**config.mk**
```make
export PLATFORM = sky130hd
export DESIGN_NAME = wdog_top
export DESIGN_NICKNAME = d
export VERILOG_FILES = /design/src/rtl/wdog_pkg.sv /design/src/rtl/wdog_prescaler.sv /design/src/rtl/wdog_top.sv
export VERILOG_INCLUDE_DIRS = /design/src /design/src/rtl
export SDC_FILE = /design/constraint.sdc
export NUM_CORES = 1
export LEC_CHECK = 0
export BUFFER_PORTS_ARGS = -buffer_cell sky130_fd_sc_hd__clkbuf_2
export CAP_MARGIN = 15
export CORE_MARGIN = 4
export CORE_UTILIZATION = 45
export DETAILED_ROUTE_END_ITERATION = 7
export HOLD_SLACK_MARGIN = 0.03
export PLACE_DENSITY = 0.65
export SLEW_MARGIN = 20
export SYNTH_ARGS = -nofsm -noshare
export SYNTH_HDL_FRONTEND = slang
export SYNTH_SLANG_ARGS = --single-unit
```
**constraint.sdc**
```tcl
create_clock -name aclk -period 2.9 [get_ports aclk]
set_clock_uncertainty 0.1 [all_clocks]
set_input_delay 0.87 -clock aclk [delete_from_list [all_inputs] [get_ports aclk]]
set_output_delay 0.87 -clock aclk [all_outputs]
set_load 0.03 [all_outputs]
```
**src/rtl/wdog_regs.svh**
```systemverilog
`ifndef WDOG_REGS_SVH
`define WDOG_REGS_SVH

// ----------------------------------------------------------------
// register indices (byte address is four times the index)
// ----------------------------------------------------------------
`define WD_IDX_CTRL 16'hF020
`define WD_IDX_PRE_COUNT 16'hF021
`define WD_IDX_PRE_WRAP 16'hF022
`define WD_IDX_COUNTDOWN 16'hF023
`define WD_IDX_FIRED 16'hF024
`define WD_IDX_IRQ_STATUS 16'hF025
`define WD_IDX_IRQ_MASK 16'hF026

// ----------------------------------------------------------------
// field positions
// ----------------------------------------------------------------
`define WD_CTRL_RUN_BIT 0
`define WD_CTRL_TRIG_BIT 1
`define WD_FIRED_BIT 0
`define WD_IRQ_EXPIRE_BIT 0
`define WD_IRQ_RESET_BIT 1

// ----------------------------------------------------------------
// reset values
// ----------------------------------------------------------------
`define WD_CTRL_RST 2'h0
`define WD_PRE_COUNT_RST 16'h0000
`define WD_PRE_WRAP_RST 16'hFFFF
`define WD_COUNTDOWN_RST 12'hFFF
`define WD_IRQ_RST 2'h0

// ----------------------------------------------------------------
// timing counts and bus answers
// ----------------------------------------------------------------
`define WD_CHIP_RST_CYCLES 8'h10
`define WD_RESP_OKAY 2'h0
`define WD_RESP_SLVERR 2'h2

`endif

```
**src/rtl/wdog_pkg.sv**
```systemverilog
package wdog_pkg;

  // ----------------------------------------------------------------
  // register select after address decode
  // ----------------------------------------------------------------
  typedef enum logic [2:0] {
    SEL_CTRL = 3'h0,
    SEL_PRE_COUNT = 3'h1,
    SEL_PRE_WRAP = 3'h2,
    SEL_COUNTDOWN = 3'h3,
    SEL_FIRED = 3'h4,
    SEL_IRQ_STATUS = 3'h5,
    SEL_IRQ_MASK = 3'h6,
    SEL_NONE = 3'h7
  } reg_sel_t;

  // ----------------------------------------------------------------
  // chip reset driver states
  // ----------------------------------------------------------------
  typedef enum logic {
    RST_IDLE = 1'b0,
    RST_DRIVE = 1'b1
  } rst_state_t;

endpackage : wdog_pkg

```
**src/rtl/wdog_prescaler.sv**
```systemverilog
`timescale 1ns/1ps
`include "wdog_regs.svh"

module wdog_prescaler #(
  parameter int WIDTH = 16
) (
  input wire logic aclk,
  input wire logic aresetn,
  input wire logic crystal_input_pin,
  input wire logic [WIDTH-1:0] wrap_value,
  output logic [WIDTH-1:0] count,
  output logic tick
);

  // ----------------------------------------------------------------
  // elaboration check
  // ----------------------------------------------------------------
  if (WIDTH != 16) begin : g_width_check
    $error("wdog_prescaler: WIDTH must be 16");
  end

  logic xtal_prev_ff;
  logic [WIDTH-1:0] count_ff;
  logic tick_ff;
  logic nxt_xtal_prev;
  logic [WIDTH-1:0] nxt_count;
  logic nxt_tick;

  // count rising crystal edges, wrap to zero at the programmed value
  always_comb begin
    nxt_xtal_prev = crystal_input_pin;
    nxt_count = count_ff;
    nxt_tick = 1'b0;
    if (crystal_input_pin && !xtal_prev_ff) begin
      if (count_ff == wrap_value) begin
        nxt_count = '0;
        nxt_tick = 1'b1;
      end else begin
        nxt_count = count_ff + 1'b1;
      end
    end
  end

  // registers
  always_ff @(posedge aclk) begin
    if (!aresetn) begin
      xtal_prev_ff <= 1'b0;
      count_ff <= `WD_PRE_COUNT_RST;
      tick_ff <= 1'b0;
    end else begin
      xtal_prev_ff <= nxt_xtal_prev;
      count_ff <= nxt_count;
      tick_ff <= nxt_tick;
    end
  end

  assign count = count_ff;
  assign tick = tick_ff;

endmodule : wdog_prescaler

```
**src/rtl/wdog_top.sv**
```systemverilog
`timescale 1ns/1ps
`include "wdog_regs.svh"


module wdog_top #(
  parameter int ADDR_W = 18,
  parameter int COUNT_W = 12,
  parameter int PRE_W = 16
) (
  input wire logic aclk,
  input wire logic aresetn,
  input wire logic crystal_input_pin,
  input wire logic [ADDR_W-1:0] awaddr,
  input wire logic awvalid,
  output logic awready,
  input wire logic [31:0] wdata,
  input wire logic [3:0] wstrb,
  input wire logic wvalid,
  output logic wready,
  output logic [1:0] bresp,
  output logic bvalid,
  input wire logic bready,
  input wire logic [ADDR_W-1:0] araddr,
  input wire logic arvalid,
  output logic arready,
  output logic [31:0] rdata,
  output logic [1:0] rresp,
  output logic rvalid,
  input wire logic rready,
  output logic chip_reset,
  output logic irq
);

  // ----------------------------------------------------------------
  // elaboration checks
  // ----------------------------------------------------------------
  if (ADDR_W < 18 || ADDR_W > 32) begin : g_addr_check
    $error("wdog_top: ADDR_W must be 18..32");
  end
  if (COUNT_W != 12 || PRE_W != 16) begin : g_width_check
    $error("wdog_top: COUNT_W must be 12 and PRE_W 16");
  end

  // ----------------------------------------------------------------
  // helpers
  // ----------------------------------------------------------------
  // word index to register select
  function automatic wdog_pkg::reg_sel_t decode(input logic [ADDR_W-1:0] addr);
    logic [15:0] idx;
    idx = addr[17:2];
    if ((addr >> 18) != '0) begin
      decode = wdog_pkg::SEL_NONE;
    end else begin
      case (idx)
        `WD_IDX_CTRL: decode = wdog_pkg::SEL_CTRL;
        `WD_IDX_PRE_COUNT: decode = wdog_pkg::SEL_PRE_COUNT;
        `WD_IDX_PRE_WRAP: decode = wdog_pkg::SEL_PRE_WRAP;
        `WD_IDX_COUNTDOWN: decode = wdog_pkg::SEL_COUNTDOWN;
        `WD_IDX_FIRED: decode = wdog_pkg::SEL_FIRED;
        `WD_IDX_IRQ_STATUS: decode = wdog_pkg::SEL_IRQ_STATUS;
        `WD_IDX_IRQ_MASK: decode = wdog_pkg::SEL_IRQ_MASK;
        default: decode = wdog_pkg::SEL_NONE;
      endcase
    end
  endfunction : decode

  // byte-lane merge of write data into an old value
  function automatic logic [31:0] merge(input logic [31:0] old_v, input logic [31:0] new_v,
                                        input logic [3:0] strb);
    logic [31:0] res;
    res = old_v;
    for (int i = 0; i < 4; i++) begin
      if (strb[i]) begin
        res[i*8 +: 8] = new_v[i*8 +: 8];
      end
    end
    merge = res;
  endfunction : merge

  // ----------------------------------------------------------------
  // state
  // ----------------------------------------------------------------
  logic aw_got_ff, nxt_aw_got;
  logic [ADDR_W-1:0] aw_addr_ff, nxt_aw_addr;
  logic w_got_ff, nxt_w_got;
  logic [31:0] w_data_ff, nxt_w_data;
  logic [3:0] w_strb_ff, nxt_w_strb;
  logic awready_ff, nxt_awready;
  logic wready_ff, nxt_wready;
  logic bvalid_ff, nxt_bvalid;
  logic [1:0] bresp_ff, nxt_bresp;
  logic arready_ff, nxt_arready;
  logic rvalid_ff, nxt_rvalid;
  logic [31:0] rdata_ff, nxt_rdata;
  logic [1:0] rresp_ff, nxt_rresp;
  logic do_wr;
  wdog_pkg::reg_sel_t wr_sel;

  logic [1:0] ctrl_ff, nxt_ctrl;
  logic [PRE_W-1:0] wrap_ff, nxt_wrap;
  logic [COUNT_W-1:0] countdown_ff, nxt_countdown;
  logic fired_ff, nxt_fired;
  logic [1:0] irq_status_ff, nxt_irq_status;
  logic [1:0] irq_mask_ff, nxt_irq_mask;
  logic irq_ff, nxt_irq;
  wdog_pkg::rst_state_t rst_state_ff, nxt_rst_state;
  logic [7:0] rst_cnt_ff, nxt_rst_cnt;
  logic chip_reset_ff, nxt_chip_reset;
  logic expire;
  logic [31:0] wr_merged;

  logic [PRE_W-1:0] pre_count;
  logic pre_tick;

  // ----------------------------------------------------------------
  // prescaler
  // ----------------------------------------------------------------
  wdog_prescaler #(
    .WIDTH(PRE_W)
  ) i_wdog_prescaler (
    .aclk(aclk),
    .aresetn(aresetn),
    .crystal_input_pin(crystal_input_pin),
    .wrap_value(wrap_ff),
    .count(pre_count),
    .tick(pre_tick)
  );

  // ----------------------------------------------------------------
  // bus slave
  // ----------------------------------------------------------------
  // address and data taken in either order, response after both
  always_comb begin
    nxt_aw_got = aw_got_ff;
    nxt_aw_addr = aw_addr_ff;
    nxt_w_got = w_got_ff;
    nxt_w_data = w_data_ff;
    nxt_w_strb = w_strb_ff;
    nxt_bvalid = bvalid_ff;
    nxt_bresp = bresp_ff;
    nxt_arready = arready_ff;
    nxt_rvalid = rvalid_ff;
    nxt_rdata = rdata_ff;
    nxt_rresp = rresp_ff;
    do_wr = aw_got_ff && w_got_ff && !bvalid_ff;
    wr_sel = decode(aw_addr_ff);
    if (awvalid && awready_ff) begin
      nxt_aw_got = 1'b1;
      nxt_aw_addr = awaddr;
    end
    if (wvalid && wready_ff) begin
      nxt_w_got = 1'b1;
      nxt_w_data = wdata;
      nxt_w_strb = wstrb;
    end
    if (do_wr) begin
      nxt_aw_got = 1'b0;
      nxt_w_got = 1'b0;
      nxt_bvalid = 1'b1;
      nxt_bresp = (wr_sel == wdog_pkg::SEL_NONE) ? `WD_RESP_SLVERR : `WD_RESP_OKAY;
    end else if (bvalid_ff && bready) begin
      nxt_bvalid = 1'b0;
    end
    nxt_awready = !nxt_aw_got && !nxt_bvalid;
    nxt_wready = !nxt_w_got && !nxt_bvalid;
    // read path, reserved bits zero
    if (arvalid && arready_ff) begin
      nxt_arready = 1'b0;
      nxt_rvalid = 1'b1;
      nxt_rresp = `WD_RESP_OKAY;
      nxt_rdata = 32'h00000000;
      case (decode(araddr))
        wdog_pkg::SEL_CTRL: nxt_rdata[1:0] = ctrl_ff;
        wdog_pkg::SEL_PRE_COUNT: nxt_rdata[15:0] = pre_count;
        wdog_pkg::SEL_PRE_WRAP: nxt_rdata[15:0] = wrap_ff;
        wdog_pkg::SEL_COUNTDOWN: nxt_rdata[11:0] = countdown_ff;
        wdog_pkg::SEL_FIRED: nxt_rdata[`WD_FIRED_BIT] = fired_ff;
        wdog_pkg::SEL_IRQ_STATUS: nxt_rdata[1:0] = irq_status_ff;
        wdog_pkg::SEL_IRQ_MASK: nxt_rdata[1:0] = irq_mask_ff;
        default: nxt_rresp = `WD_RESP_SLVERR;
      endcase
    end else if (rvalid_ff && rready) begin
      nxt_rvalid = 1'b0;
      nxt_arready = 1'b1;
    end
  end

  // bus registers
  always_ff @(posedge aclk) begin
    if (!aresetn) begin
      aw_got_ff <= 1'b0;
      aw_addr_ff <= '0;
      w_got_ff <= 1'b0;
      w_data_ff <= 32'h00000000;
      w_strb_ff <= 4'h0;
      awready_ff <= 1'b1;
      wready_ff <= 1'b1;
      bvalid_ff <= 1'b0;
      bresp_ff <= `WD_RESP_OKAY;
      arready_ff <= 1'b1;
      rvalid_ff <= 1'b0;
      rdata_ff <= 32'h00000000;
      rresp_ff <= `WD_RESP_OKAY;
    end else begin
      aw_got_ff <= nxt_aw_got;
      aw_addr_ff <= nxt_aw_addr;
      w_got_ff <= nxt_w_got;
      w_data_ff <= nxt_w_data;
      w_strb_ff <= nxt_w_strb;
      awready_ff <= nxt_awready;
      wready_ff <= nxt_wready;
      bvalid_ff <= nxt_bvalid;
      bresp_ff <= nxt_bresp;
      arready_ff <= nxt_arready;
      rvalid_ff <= nxt_rvalid;
      rdata_ff <= nxt_rdata;
      rresp_ff <= nxt_rresp;
    end
  end

  // ----------------------------------------------------------------
  // watchdog core
  // ----------------------------------------------------------------
  // register writes, countdown stepping, expiry and chip reset
  always_comb begin
    nxt_ctrl = ctrl_ff;
    nxt_wrap = wrap_ff;
    nxt_countdown = countdown_ff;
    nxt_fired = fired_ff;
    nxt_irq_status = irq_status_ff;
    nxt_irq_mask = irq_mask_ff;
    nxt_rst_state = rst_state_ff;
    nxt_rst_cnt = rst_cnt_ff;
    nxt_chip_reset = 1'b0;
    expire = 1'b0;
    wr_merged = 32'h00000000;
    // step once per prescaler period while running
    if (pre_tick && ctrl_ff[`WD_CTRL_RUN_BIT]) begin
      expire = (countdown_ff <= 12'h001);
      nxt_countdown = (countdown_ff == 12'h000) ? 12'h000 : countdown_ff - 12'h001;
    end
    if (do_wr) begin
      case (wr_sel)
        wdog_pkg::SEL_CTRL: begin
          wr_merged = merge({30'h0, ctrl_ff}, w_data_ff, w_strb_ff);
          nxt_ctrl = wr_merged[1:0];
        end
        wdog_pkg::SEL_PRE_WRAP: begin
          wr_merged = merge({16'h0000, wrap_ff}, w_data_ff, w_strb_ff);
          nxt_wrap = wr_merged[15:0];
        end
        wdog_pkg::SEL_COUNTDOWN: begin
          wr_merged = merge({20'h00000, countdown_ff}, w_data_ff, w_strb_ff);
          nxt_countdown = wr_merged[11:0];
          expire = 1'b0;
        end
        wdog_pkg::SEL_IRQ_STATUS: begin
          nxt_irq_status = irq_status_ff & ~(w_data_ff[1:0] & {2{w_strb_ff[0]}});
        end
        wdog_pkg::SEL_IRQ_MASK: begin
          wr_merged = merge({30'h0, irq_mask_ff}, w_data_ff, w_strb_ff);
          nxt_irq_mask = wr_merged[1:0];
        end
        default: wr_merged = 32'h00000000;
      endcase
    end
    // event sets win over a clear in the same cycle
    if (expire) begin
      nxt_irq_status[`WD_IRQ_EXPIRE_BIT] = 1'b1;
    end
    case (rst_state_ff)
      wdog_pkg::RST_IDLE: begin
        if (expire && ctrl_ff[`WD_CTRL_TRIG_BIT]) begin
          nxt_rst_state = wdog_pkg::RST_DRIVE;
          nxt_rst_cnt = `WD_CHIP_RST_CYCLES - 8'h01;
          nxt_chip_reset = 1'b1;
          nxt_fired = 1'b1;
          nxt_irq_status[`WD_IRQ_RESET_BIT] = 1'b1;
        end
      end
      wdog_pkg::RST_DRIVE: begin
        if (rst_cnt_ff == 8'h00) begin
          nxt_rst_state = wdog_pkg::RST_IDLE;
        end else begin
          nxt_rst_cnt = rst_cnt_ff - 8'h01;
          nxt_chip_reset = 1'b1;
        end
      end
      default: nxt_rst_state = wdog_pkg::RST_IDLE;
    endcase
    nxt_irq = |(nxt_irq_status & nxt_irq_mask);
  end

  // core registers; only power-on reset clears the fired flag
  always_ff @(posedge aclk) begin
    if (!aresetn) begin
      ctrl_ff <= `WD_CTRL_RST;
      wrap_ff <= `WD_PRE_WRAP_RST;
      countdown_ff <= `WD_COUNTDOWN_RST;
      fired_ff <= 1'b0;
      irq_status_ff <= `WD_IRQ_RST;
      irq_mask_ff <= `WD_IRQ_RST;
      irq_ff <= 1'b0;
      rst_state_ff <= wdog_pkg::RST_IDLE;
      rst_cnt_ff <= 8'h00;
      chip_reset_ff <= 1'b0;
    end else begin
      ctrl_ff <= nxt_ctrl;
      wrap_ff <= nxt_wrap;
      countdown_ff <= nxt_countdown;
      fired_ff <= nxt_fired;
      irq_status_ff <= nxt_irq_status;
      irq_mask_ff <= nxt_irq_mask;
      irq_ff <= nxt_irq;
      rst_state_ff <= nxt_rst_state;
      rst_cnt_ff <= nxt_rst_cnt;
      chip_reset_ff <= nxt_chip_reset;
    end
  end

  // ----------------------------------------------------------------
  // outputs
  // ----------------------------------------------------------------
  assign awready = awready_ff;
  assign wready = wready_ff;
  assign bvalid = bvalid_ff;
  assign bresp = bresp_ff;
  assign arready = arready_ff;
  assign rvalid = rvalid_ff;
  assign rdata = rdata_ff;
  assign rresp = rresp_ff;
  assign chip_reset = chip_reset_ff;
  assign irq = irq_ff;

  // ----------------------------------------------------------------
  // assertions
  // ----------------------------------------------------------------
  reset_quiet_a: assert property (@(posedge aclk) disable iff (!aresetn)
    $rose(aresetn) |-> (ctrl_ff == 2'h0 && !chip_reset_ff))
    else $error("control not cleared after reset");

  trig_gate_a: assert property (@(posedge aclk) disable iff (!aresetn)
    $rose(chip_reset_ff) |-> $past(ctrl_ff[`WD_CTRL_TRIG_BIT]))
    else $error("chip reset without trigger enable");

  count_only_a: assert property (@(posedge aclk) disable iff (!aresetn)
    (expire && !ctrl_ff[`WD_CTRL_TRIG_BIT] && rst_state_ff == wdog_pkg::RST_IDLE)
      |=> !chip_reset_ff)
    else $error("count-only mode reset the chip");

  run_hold_a: assert property (@(posedge aclk) disable iff (!aresetn)
    (!ctrl_ff[`WD_CTRL_RUN_BIT] && !do_wr) |=> $stable(countdown_ff))
    else $error("countdown moved while stopped");

  pre_wrap_a: assert property (@(posedge aclk) disable iff (!aresetn)
    pre_tick |-> (pre_count == 16'h0000))
    else $error("prescaler not zero at wrap");

  step_down_a: assert property (@(posedge aclk) disable iff (!aresetn)
    (pre_tick && ctrl_ff[`WD_CTRL_RUN_BIT] && !do_wr && countdown_ff != 12'h000)
      |=> (countdown_ff == $past(countdown_ff) - 12'h001))
    else $error("countdown did not step by one");

  expire_reset_a: assert property (@(posedge aclk) disable iff (!aresetn)
    (pre_tick && ctrl_ff == 2'h3 && countdown_ff == 12'h001 && !do_wr
      && rst_state_ff == wdog_pkg::RST_IDLE)
      |=> chip_reset_ff [*8])
    else $error("expiry did not drive chip reset");

  fired_sticky_a: assert property (@(posedge aclk) disable iff (!aresetn)
    fired_ff |=> fired_ff)
    else $error("fired flag dropped without power-on reset");

  load_count_a: assert property (@(posedge aclk) disable iff (!aresetn)
    (do_wr && wr_sel == wdog_pkg::SEL_COUNTDOWN && w_strb_ff == 4'hF)
      |=> (countdown_ff == $past(w_data_ff[11:0])))
    else $error("countdown write not loaded");

  reserved_zero_a: assert property (@(posedge aclk) disable iff (!aresetn)
    rvalid_ff |-> (rdata_ff[31:16] == 16'h0000))
    else $error("reserved bits read nonzero");

endmodule : wdog_top

```
# Word-level counts from Yosys, hierarchy flattened
# Cells that the tools add are included.
word_totals:
  regBits: 126
  word_cells: 140
op_classes:
  n_addsub: 3
  magnitude_cmp: 1
  n_eq_ne: 30
  muxes: 44
  bitwise_logic: 5
  n_reduce_logical: 30
ops:
  columns: ["operator", "n"]
  rows:
  - ["$eq 16x16->1 const B", 14]
  - ["$mux 12", 4]
  - ["$pmux 3 s7", 2]
  - ["$pmux 10 s3", 1]
  - ["$mux 8", 3]
  - ["$mux 1", 19]
  - ["$eq 3x3->1 const B", 6]
  - ["$add 16x1->16 const B", 1]
  - ["$eq 16x16->1", 1]
  - ["$mux 16", 1]
  - ["$pmux 8 s2", 1]
  - ["$mux 2", 7]
  - ["$eq 3x2->1 const B", 4]
  - ["$le 12x1->1 const B", 1]
  - ["$logic_and 1x1->1", 12]
  - ["$logic_not 12->1", 1]
  - ["$sub 12x1->12 const B", 1]
  - ["$reduce_and 3->1", 3]
  - ["$logic_not 8->1", 1]
  - ["$pmux 4 s2", 1]
  - ["$sub 8x1->8 const B", 1]
  - ["$pmux 1 s7", 1]
  - ["$reduce_or 7->1", 1]
  - ["$and 2x2->2", 3]
  - ["14 further kinds", 23]

# Longest topological paths before layout
# Gate-level depths: netlist of run 1.
logic_depth:
  ltp_word: 10
  ltp_mapped: 7
  ltp_nobuf: 7

# Hierarchy
# A second synthesis of run 1 with hierarchy kept.
hier_totals:
  hier_cells: 676
  area_unflattened_um2: 5816.8
by_module_without_submodules:
  columns: ["mod", "instances", "cells_per_inst", "area_each_um2", "seq_area_each_um2"]
  rows:
  - ["wdog_top", 1, 572, 4863.4, 2082.0]
  - ["wdog_prescaler", 1, 104, 953.4, 360.3]

# Least setup slack after synthesis of run 1
# Ideal clock, no wire load.
synth_path:
  path_type: "in2reg"
  start: "input port araddr[9]"
  end: "register rdata_ff[10], in the netlist rdata[10]"
  setup_ns: 0.074
  t_arrival_ns: 2.314
  required_time_ns: 2.726
  setup_slack_ns: 0.412
  stages: 6
  path_cell_list: "nor4b_1 > nand4_1 > or3_1 > or3_1 > clkbuf_1 > o21ai_0"
synth_via:
  elab_chain_len: 5
  elab_cells_between_ends: 13
  classes_between: "eq/ne: 10; mux: 3"
synth_rtl:
  columns: ["item", "line_no", "text"]
  rows:
  - ["from (decl)", "wdog_top.sv:23", "input wire logic [ADDR_W-1:0] araddr,"]
  - ["$eq 16x16->1", "wdog_top.sv:54", "case (idx)"]
  - ["$pmux 3 s7 (*)", "wdog_top.sv:54", null]
  - ["$mux 3 (*)", "wdog_top.sv:167", "if (arvalid && arready_ff) begin"]
  - ["$eq 3x2->1 / $eq 3x1->1 (equally long branches)", "wdog_top.sv:172", "case (decode(araddr))"]
  - ["$pmux 10 s3 (*)", "wdog_top.sv:172", null]
  - ["to (signal assigned)", "wdog_top.sv:216", "rdata_ff <= nxt_rdata;"]
  - ["to (decl)", "wdog_top.sv:94", "logic [31:0] rdata_ff, nxt_rdata;"]
# Mark *: on every way between the ends. The rest lies on a longest branch, timed or not. The select of a mux whose other input is x is not followed.
# A chain may end at the register's enable or synchronous reset.

# Worst setup path in the final report of run 1
layout_path:
  start: "register aw_addr_ff[8]"
  end: "register irq_ff, in the netlist irq"
layout_via:
  elab_chain_len: 10
  elab_cells_between_ends: 23
  classes_between: "eq/ne: 10; mux: 10; bitwise: 1; reduce/logical: 2"
layout_rtl:
  columns: ["item", "line_no", "text"]
  rows:
  - ["from (decl)", "wdog_top.sv:84", "logic [ADDR_W-1:0] aw_addr_ff, nxt_aw_addr;"]
  - ["from (signal assigned)", "wdog_top.sv:206", "aw_addr_ff <= nxt_aw_addr;"]
  - ["$eq 16x16->1", "wdog_top.sv:54", null]
  - ["$pmux 3 s7 (*)", "wdog_top.sv:54", null]
  - ["$eq 3x2->1", "wdog_top.sv:243", "case (wr_sel)"]
  - ["$mux 1", "wdog_top.sv:243", null]
  - ["$mux 1", "wdog_top.sv:242", "if (do_wr) begin"]
  - ["$logic_and 1x1->1", "wdog_top.sv:273", "if (expire && ctrl_ff[`WD_CTRL_TRIG_BIT]) begin"]
  - ["$mux 1", "wdog_top.sv:273", null]
  - ["$mux 1", "wdog_top.sv:271", "case (rst_state_ff)"]
  - ["$and 2x2->2 (*)", "wdog_top.sv:291", "nxt_irq = |(nxt_irq_status & nxt_irq_mask);"]
  - ["$reduce_or 2->1 (*)", "wdog_top.sv:291", null]
  - ["to (signal assigned)", "wdog_top.sv:314", "irq_ff <= nxt_irq;"]
  - ["to (decl)", "wdog_top.sv:105", "logic irq_ff, nxt_irq;"]
# Mark *: on every way between the ends. The rest lies on a longest branch, timed or not.

==> flow_metrics.py, run 1 <==
metrics = {
    "run_status": {
        "status": "completed",
    },
    "job": {
        "cap_violations": 0,
    },
    "global_route": {
        "grt_pass1_wl_um": 22480,
        "antenna_found_initial": 0,
        "grt.overflow.total": 0,
        "track_usage_pct": 19.39,
        "grt_max_degree": 45,
        "grt_pass1_vias": 4715,
    },
    "detailed_routing": {
        "drt_iter0_markers": 356,
        "vias": 4853,
        "met1_length_um": 6502,
        "wl_met2_um": 6142,
        "highest_layer": "met4",
        "firstDrtPassIters": 4,
        "drc_errors": 0,
        "wl_met3_um": 881,
        "antenna_left": 0,
        "wire_per_inst_um": 15.06,
        "post_drt_via_cell_ratio": 5.310,
        "wl_um": 13770,
    },
    "final_layout": {
        "num_antenna_cells": 0,
        "syn2layout_area_growth_pct": 17.99,
        "layout.nets": 822,
        "layout.cells.non_filler": 914,
        "drive_gt1_share_pct": 18.10,
        "fin_area_mm2": 0.006688,
        "final_cell_mix": "122 x nand2_1, 122 x dfxtp_1, 82 x clkbuf_2",
    },
    "place": {
        "placed_cell_area_mm2": 0.006168,
        "post-place-cells": 886,
        "port_buffers": 82,
        "gp_congestion": 0.8880,
        "hpwl_um": 10140,
    },
    "yosys": {
        "yosysSeqAreaShare_pct": 43.09,
        "synth_warnings": 0,
        "syn_area_mm2": 0.005668,
        "post_synth.cell_area_avg_um2": 8.614,
        "synth_top_family_by_area": "simple AND/OR/NAND/NOR gates",
        "yosys-top-cells-area": "dfxtp_1 43%, nand2_1 8.1%, mux2i_1 4.9%",
        "yosys.area_share.simple_pct": 23.09,
        "synth_fa_ha_area_share_pct": 1.104,
        "ys_seq_elements": 122,
        "ys_async_sr_fraction_pct": 0,
        "ys_types": 62,
        "yosys.area.top_type_share_pct": 43.09,
        "synthMuxAreaShare_pct": 7.528,
        "synth_compound_area_share_pct": 13.55,
        "ys.flop_type": "dfxtp_1",
        "synthXorXnorAreaFrac_pct": 6.336,
        "synth.largest_area_cell": "dfxtp_1",
        "postSynthCellCount": 658,
        "synth_enable_flop_cells": 0,
    },
    "clock_network": {
        "clock_latency_ns": 0.41,
        "clk_path_buf_depth": 2,
        "clkTransAtPathRegs_ns": 0.05,
        "cts_made_buffers": 17,
        "htreeDepth": 4,
        "cts_num_sinks": 122,
        "cts_setup_buffers": 0,
        "hold_buffers": 0,
        "cts_root_buf": "clkbuf_16",
        "cts_resized": 0,
        "tritoncts": "built",
    },
    "sta": {
        "whs_ns": 0.3520,
        "setup_viol": 0,
        "worst_slew_pin_slew_ns": 0.7626,
        "rsz0062_at_grt": "false",
        "maxSlewViolCount": 0,
        "fin_crit_ns": 2.485,
        "fin_tns_setup_ns": 0,
        "maxSlewHeadroom_pct": 48.49,
        "post-route-period-util_pct": 85.68,
        "hold_violations": 0,
        "timing.fmax_ghz": 0.4024,
    },
    "floorplan": {
        "fp.dieH_um": 120.2,
        "dieArea_mm2": 0.01446,
        "io_pins": 123,
        "rows": 40,
        "fp.dieW_um": 120.2,
        "start_util_pct": 46.60,
        "coreArea_mm2": 0.01216,
    },
    "worst_setup_path": {
        "cp_max_fo": 7,
        "critical-path-max-stage-delay_ns": 0.59,
        "crit_buf_inv": 0,
        "worstPathRequired_ns": 3.10,
        "critical_path.slowest_cell": "or4_4",
        "crit_type": "register to register",
        "worstPathArrival_ns": 2.68,
        "crit_path_end_kind": "register",
        "cp_top_family": "simple AND/OR/NAND/NOR gates",
        "path_cells": "or3_4, or4_4, or4_4, mux2i_1, a22o_1",
        "cp-start-kind": "register",
        "crit_top_cell": "or4_4",
    },
    "pwr": {
        "power.density_mw_per_mm2": 592.4,
        "ir_drop_v": 0.0003896,
        "p_leak_nw": 2.644,
    },
    "hold_path": {
        "hold_path_class": "register to register",
    },
}
## layout make-up
cell class                      count  area [um^2]
Sequential cell                   122         2442
Clock buffer                       24        471.7
Clock inverter                      4        45.04
Timing Repair Buffer               92        485.5
Multi-Input combinational cell    494         2995
Tap cell                          168        210.2
Fill cell                        1108         5474
Inverter                           10        37.54
## cells in the mapped netlist (5+ instances only)
master and count:
a211oi_1 5, a21oi_1 44, a22oi_1 18, a2bb2oi_1 5, and2_1 5, buf_4 18
clkbuf_1 26, dfxtp_1 122, ha_1 5, inv_1 10, mux2_2 11, mux2i_1 28
nand2_1 122, nand2b_1 6, nand3_1 11, nand4_1 10, nor2_1 54, nor2b_1 5
nor3_1 13, nor4_1 8, o21ai_0 21, or3_1 6, xnor2_1 15, xor2_1 26
## power breakdown
group / total (mW) / switching, mW / internal [mW]
Combinational: 0.309 / 0.196 / 0.112
Clock: 1.88 / 0.682 / 1.20
Sequential: 1.77 / 0.0456 / 1.73
Total: 3.96 / 0.924 / 3.04
## stage by stage
stage | worst slack (ns) | util, % | total power [mW]
finish | 0.4152 | 54.99 | 3.961
global route | 0.3464 | 54.99 | 4.106
CTS | 0.4062 | 54.97 | 3.997
detailed placement | 0.1730 | 50.72 | 2.118
global placement | 0.2045 | 50.72 | 2.106
floorplan | 0.4118 | - | 2.033
## kinds of logic after synthesis
kind of cell / Yosys count
DFF: 122
AOI/OAI and AO/OA: 120
other: 1
xor gates and xnor gates: 41
muxes: 40
and+or+nand+nor: 270
buffers and inverters: 59
adders and majority gates: 5
## flip-flops by register name, summed over array words and instances (netlist names), 2 cells and up
| name | cells |
|---|---|
| rst_cnt_ff | 8 |
| w_strb_ff | 2 |
| i_wdog_prescaler.count | 16 |
| countdown_ff | 12 |
| aw_addr_ff | 16 |
| w_data_ff | 16 |
| rdata | 16 |
| ctrl_ff | 2 |
| wrap_ff | 16 |
| irq_status_ff | 2 |
| irq_mask_ff | 2 |
## layer usage
layer | global-route usage, % | vias to the layer above
met5 | 0 | -
met4 | 8.074 | 0
met3 | 5.098 | 21
met2 | 30.14 | 143
met1 | 25.63 | 2252
li1 | - | 2437
## worst paths after layout
kind	startpoint	end	slack (ns)	cells after the start
worst max-delay path	aw_addr_ff[8]$_SDFFE_PN0P_	irq$_SDFF_PN0_	0.42	5
worst max register to register	aw_addr_ff[8]$_SDFFE_PN0P_	irq$_SDFF_PN0_	0.42	5
worst min register to register	rdata[11]$_SDFFE_PN0P_	rdata[11]$_SDFFE_PN0P_	0.35	2
worst min-delay path	rdata[11]$_SDFFE_PN0P_	rdata[11]$_SDFFE_PN0P_	0.35	2
## worst min-delay path: stages (launching register included)
cell,delay (ns)
dfxtp_1,0.32
nand2_1,0.05
o21ai_0,0.05
No activity file was read; power rests on OpenSTA's default activity.
==> run 2: changes to the inputs <==
PLACE_DENSITY = 0.72   (was 0.65)
==> run 2 against run 1 <==
Net effect:
- clock power increased by 5%
- combinational power about the same
- sequential share of layout area decreased by 0.18 points
- fmax increased by 0.48%
- non-clock buffer count decreased by 1
- setup slack improved by 0.012 ns
- count of clock-buffer cells in the layout unchanged
- flip-flop and latch count unchanged
- critical path depth unchanged
- highest routed layer unchanged
==> flow_metrics.py, run 2 (synthesis gave the netlist of run 1 again) <==
metrics = {
    "run_status": {
        "status": "completed",
    },
    "worst_setup_path": {
        "critical-path-max-stage-delay_ns": 0.59,
        "crit_path_end_kind": "register",
        "cp_top_family": "simple AND/OR/NAND/NOR gates",
        "crit_type": "register to register",
        "worstPathRequired_ns": 3.10,
        "cp-start-kind": "register",
        "crit_buf_inv": 0,
        "path_cells": "or3_4, or4_4, or4_4, mux2i_1, a22o_1",
        "worstPathArrival_ns": 2.67,
        "critical_path.slowest_cell": "or4_4",
        "cp_max_fo": 7,
        "crit_top_cell": "or4_4",
    },
    "sta": {
        "setup_viol": 0,
        "hold_violations": 0,
        "rsz0062_at_grt": "false",
        "timing.fmax_ghz": 0.4044,
        "maxSlewViolCount": 0,
        "fin_crit_ns": 2.473,
        "fin_tns_setup_ns": 0,
        "maxSlewHeadroom_pct": 26.83,
        "worst_slew_pin_slew_ns": 1.095,
        "post-route-period-util_pct": 85.27,
    },
    "detailed_routing": {
        "antenna_left": 0,
        "vias": 4906,
        "firstDrtPassIters": 5,
        "drt_iter0_markers": 318,
        "drc_errors": 0,
        "wire_per_inst_um": 15.49,
        "post_drt_via_cell_ratio": 5.350,
        "wl_um": 14200,
    },
    "place": {
        "post-place-cells": 885,
        "placed_cell_area_mm2": 0.006161,
        "port_buffers": 82,
        "hpwl_um": 10290,
        "gp_congestion": 0.8997,
    },
    "global_route": {
        "grt_max_degree": 45,
        "grt.overflow.total": 0,
        "grt_pass1_wl_um": 23340,
        "antenna_found_initial": 0,
        "track_usage_pct": 20.17,
        "grt_pass1_vias": 4823,
    },
    "pwr": {
        "power.density_mw_per_mm2": 604.4,
        "total_power_mw": 4.061,
        "power.switching_mw": 0.9641,
        "combPwrFrac_pct": 7.6,
        "p_sw_share_pct": 23.74,
        "ir_drop_v": 0.0004159,
        "p_int_mw": 3.097,
        "pwr-share-clk_pct": 48.7,
        "p_seq_share_pct": 43.7,
        "p_leak_nw": 2.662,
    },
    "floorplan": {
        "coreArea_mm2": 0.01216,
        "dieArea_mm2": 0.01446,
        "fp.dieH_um": 120.2,
        "start_util_pct": 46.60,
        "rows": 40,
        "fp.dieW_um": 120.2,
        "io_pins": 123,
    },
    "hold_path": {
        "hold_path_class": "register to register",
    },
    "final_layout": {
        "syn2layout_area_growth_pct": 18.57,
        "layout.cells.non_filler": 917,
        "final.fill_count": 1109,
        "final_cell_mix": "122 x nand2_1, 122 x dfxtp_1, 82 x clkbuf_2",
        "fin_area_mm2": 0.006720,
        "num_antenna_cells": 0,
        "layout.nets": 821,
        "drive_gt1_share_pct": 18.56,
    },
    "clock_network": {
        "cts_num_sinks": 122,
        "tritoncts": "built",
        "cts_setup_buffers": 0,
        "cts_made_buffers": 17,
        "cts_root_buf": "clkbuf_16",
        "clk_path_buf_depth": 2,
        "hold_buffers": 0,
        "clock_latency_ns": 0.41,
        "clkTransAtPathRegs_ns": 0.05,
        "htreeDepth": 4,
        "cts_resized": 0,
    },
    "job": {
        "cap_violations": 0,
    },
}
[run 2: path summary, 6_finish.rpt]
kind,startpoint,to,slack [ns],cells after the start
min reg2reg,aw_addr_ff[13]$_SDFFE_PN0P_,aw_addr_ff[13]$_SDFFE_PN0P_,0.35,2
max reg2reg,aw_addr_ff[8]$_SDFFE_PN0P_,irq$_SDFF_PN0_,0.43,5
max,aw_addr_ff[8]$_SDFFE_PN0P_,irq$_SDFF_PN0_,0.43,5
min,aw_addr_ff[13]$_SDFFE_PN0P_,aw_addr_ff[13]$_SDFFE_PN0P_,0.35,2
[run 2: power by group through the flow]
stage | clock network [mW] | logic (mW) | registers, mW
5_1_grt | 2.08 | 0.342 | 1.78
2_1_floorplan | 0 | 0.226 | 1.81
3_5_place_dp | 0 | 0.307 | 1.81
6_report | 1.98 | 0.308 | 1.78
4_1_cts | 2.00 | 0.309 | 1.77
3_3_place_gp | 0 | 0.298 | 1.81
[run 2: through the flow]
stage                     hold slack, ns  worst slack [ns]  util, %
after floorplan                   0.3312            0.4118        -
after detailed placement          0.3455           0.06368    50.66
after CTS                         0.3530            0.4280    55.26
after global routing              0.3735            0.3093    55.26
after global placement            0.3385            0.2007    50.66
final                             0.3507            0.4271    55.26
[run 2: routing by layer]
layer	GRT usage, %	share of wire, %
met5	0	0
met4	7.932	1.5
met3	4.303	6.0
met2	32.24	46
met1	26.72	47
[run 2: tightest hold or removal path, delay by kind of cell (launching register included)]
| kind | cells | cell delay [ns] |
|---|---|---|
| AND/OR/NAND/NOR | 1 | 0.05 |
| flip-flops | 1 | 0.30 |
| AO/OA/AOI/OAI | 1 | 0.05 |
[run 2: area by class of cell]
type | instances | area (um^2) | area share [%]
timing repair buffer | 91 | 478.0 | 7.112
clock inverter | 8 | 67.56 | 1.005
sequential | 122 | 2442 | 36.34
multi-input combinational | 494 | 2993 | 44.54
inverter | 10 | 37.54 | 0.5586
tap | 168 | 210.2 | 3.128
clock buffer | 24 | 491.7 | 7.317
==> run 3: changes to the inputs <==
CTS_CLUSTER_SIZE = 28   (was default)
PLACE_DENSITY = 0.75   (was 0.72)
clock period = 2.1 ns   (was 2.9 ns; I/O delays follow)
==> run 3 against run 2 <==
Net effect:
- the run now ends with setup timing left
- sequential power rose by 38%
- flip-flop and latch count did not move
- final cell count rose by 4.5%
- power rose by 49%
- routed wire length rose by 2.8%
- combinational power rose by 49%
- via count rose by 5.5%
- non-clock buffer count rose by 41
- first-iteration DRC count rose by 26%
- core utilization rose by 4.0 points
- largest power group unchanged
- cell area rose by 7.2%
- register-to-register slack got worse by 0.55 ns
==> flow_metrics.py, run 3 (synthesis gave the netlist of run 1 again) <==
metrics = {
    "sta": {
        "worst_slew_pin_slew_ns": 0.7788,
        "maxSlewViolCount": 0,
        "post-route-period-util_pct": 105.7,
        "maxSlewHeadroom_pct": 47.89,
        "timing.fmax_ghz": 0.4506,
        "fin_crit_ns": 2.219,
        "hold_violations": 0,
        "worst_slack_ns": -0.1194,
        "rsz0062_at_grt": "true",
        "fin_tns_setup_ns": -1.056,
        "setup_viol": 13,
    },
    "clock_network": {
        "cts_setup_buffers": 0,
        "tritoncts": "built",
        "htreeDepth": 4,
        "hold_buffers": 0,
        "clock_latency_ns": 0.41,
        "cts_num_sinks": 122,
        "cts_made_buffers": 17,
        "cts_root_buf": "clkbuf_16",
        "clk_path_buf_depth": 2,
        "clkTransAtPathRegs_ns": 0.06,
    },
    "worst_setup_path": {
        "cp_max_fo": 3,
        "r2r_start": "aw_addr_ff[10]$_SDFFE_PN0P_",
        "cp_top_family": "simple AND/OR/NAND/NOR gates",
        "critical_path.slowest_cell": "or4_4",
        "rr_endpoint": "irq$_SDFF_PN0_",
        "r2r_setup_slack_ns": -0.12,
        "crit_type": "register to register",
        "rr_worst_depth": 5,
        "path_cells": "or3_4, or4_4, or4_4, mux2i_1, a22o_1",
        "critical-path-max-stage-delay_ns": 0.50,
        "crit_path_end_kind": "register",
        "crit_buf_inv": 0,
        "crit_top_cell": "or4_4",
        "cp-start-kind": "register",
        "worstPathRequired_ns": 2.30,
        "worstPathArrival_ns": 2.42,
    },
    "place": {
        "placed_cell_area_mm2": 0.006511,
        "dp_slack_ns": -0.4145,
        "gp_congestion": 0.9002,
        "hpwl_um": 10830,
        "post-place-cells": 926,
        "port_buffers": 82,
    },
    "detailed_routing": {
        "wl_um": 14610,
        "drc_errors": 0,
        "firstDrtPassIters": 5,
        "post_drt_via_cell_ratio": 5.403,
        "vias": 5176,
        "wire_per_inst_um": 15.25,
        "antenna_left": 0,
        "drt_iter0_markers": 402,
    },
    "floorplan": {
        "dieArea_mm2": 0.01446,
        "rows": 40,
        "fp.dieH_um": 120.2,
        "start_util_pct": 46.60,
        "coreArea_mm2": 0.01216,
        "fp.dieW_um": 120.2,
        "io_pins": 123,
    },
    "run_status": {
        "violations": "setup timing",
        "status": "complete, but fails checks",
    },
    "final_layout": {
        "num_antenna_cells": 0,
        "fin_area_mm2": 0.007206,
        "layout.nets": 862,
        "layout.cells.non_filler": 958,
        "final.fill_count": 1039,
        "syn2layout_area_growth_pct": 27.13,
        "drive_gt1_share_pct": 24.56,
        "final_cell_mix": "122 x nand2_1, 122 x dfxtp_1, 82 x clkbuf_2",
    },
    "global_route": {
        "grt_pass1_vias": 5119,
        "grt_pass1_wl_um": 24070,
        "antenna_found_initial": 0,
        "grt_max_degree": 27,
        "track_usage_pct": 20.53,
        "grt.overflow.total": 0,
    },
    "pwr": {
        "p_leak_nw": 2.899,
        "p_sw_share_pct": 22.90,
        "total_power_mw": 6.058,
        "pwr-share-clk_pct": 52.0,
        "ir_drop_v": 0.0003875,
        "combPwrFrac_pct": 7.6,
        "power.switching_mw": 1.387,
        "p_int_mw": 4.671,
        "p_seq_share_pct": 40.5,
        "power.density_mw_per_mm2": 840.8,
    },
    "job": {
        "cap_violations": 0,
    },
    "hold_path": {
        "hold_path_class": "primary input to register",
        "hp-start": "awaddr[17]",
        "min_path_cells": 3,
        "holdPathEnd": "aw_addr_ff[17]$_SDFFE_PN0P_",
    },
}
## run 3: changes by cell type in the layout (fill, tap and decap cells not counted), sizes merged
cell	change
clkinvlp	+3
bufinv	+3
buf	+41
clkinv	-4
clkbuf	-2
## run 3: layer usage
metal	track usage, %	share of wire (%)
met1	27.01	46
met3	5.005	6.8
met5	0	0
met2	32.28	46
met4	8.640	1.8
## run 3: final cells by class
type	count	area [um^2]	share of cell area, %
multi-input combinational	494	3065	42.54
sequential	122	2442	33.89
timing repair buffer	132	802.0	11.13
clock buffer	22	484.2	6.720
tap	168	210.2	2.917
clock inverter	10	163.9	2.275
inverter	10	37.54	0.5209
## run 3: repair_timing
action	4_1_cts	5_1_grt
setup endpoints to repair	24	33
pin swaps	0	1
resized for setup	3	8
## run 3: worst max path at each step
stage | start | end | slack (ns) | cells past startpoint
floorplan | aw_addr_ff[10]$_SDFFE_PN0P_ | irq$_SDFF_PN0_ | -0.17 | 6
global placement | araddr[6] | rdata[6]$_SDFFE_PN0P_ | -0.28 | 6
detailed placement | araddr[6] | rdata[8]$_SDFFE_PN0P_ | -0.41 | 6
CTS | aw_addr_ff[10]$_SDFFE_PN0P_ | irq$_SDFF_PN0_ | -0.13 | 5
global route | aw_addr_ff[10]$_SDFFE_PN0P_ | irq$_SDFF_PN0_ | -0.16 | 5
finish | aw_addr_ff[10]$_SDFFE_PN0P_ | irq$_SDFF_PN0_ | -0.12 | 5
## run 3: worst reg2reg max path: cells and delay by family, from the launching register on
kind,cells,cell delay (ns)
AND/OR/NAND/NOR,3,1.34
flip-flops,1,0.31
AO/OA/AOI/OAI,1,0.22
multiplexers,1,0.15
## run 3: power by group through the flow
stage	clock network (mW)	registers (mW)	logic, mW
after detailed placement	0	2.50	0.454
after floorplan	0	2.50	0.314
after global routing	3.29	2.46	0.506
after CTS	3.18	2.45	0.459
final	3.15	2.45	0.458
after global placement	0	2.49	0.442
## run 3: stage by stage
stage                     hold WS [ns]  utilization (%)
after detailed placement        0.3413            53.54
after global routing            0.3280            59.25
after floorplan                 0.3312                -
after global placement          0.3390            53.54
final                           0.3361            59.25
after CTS                       0.3220            59.03
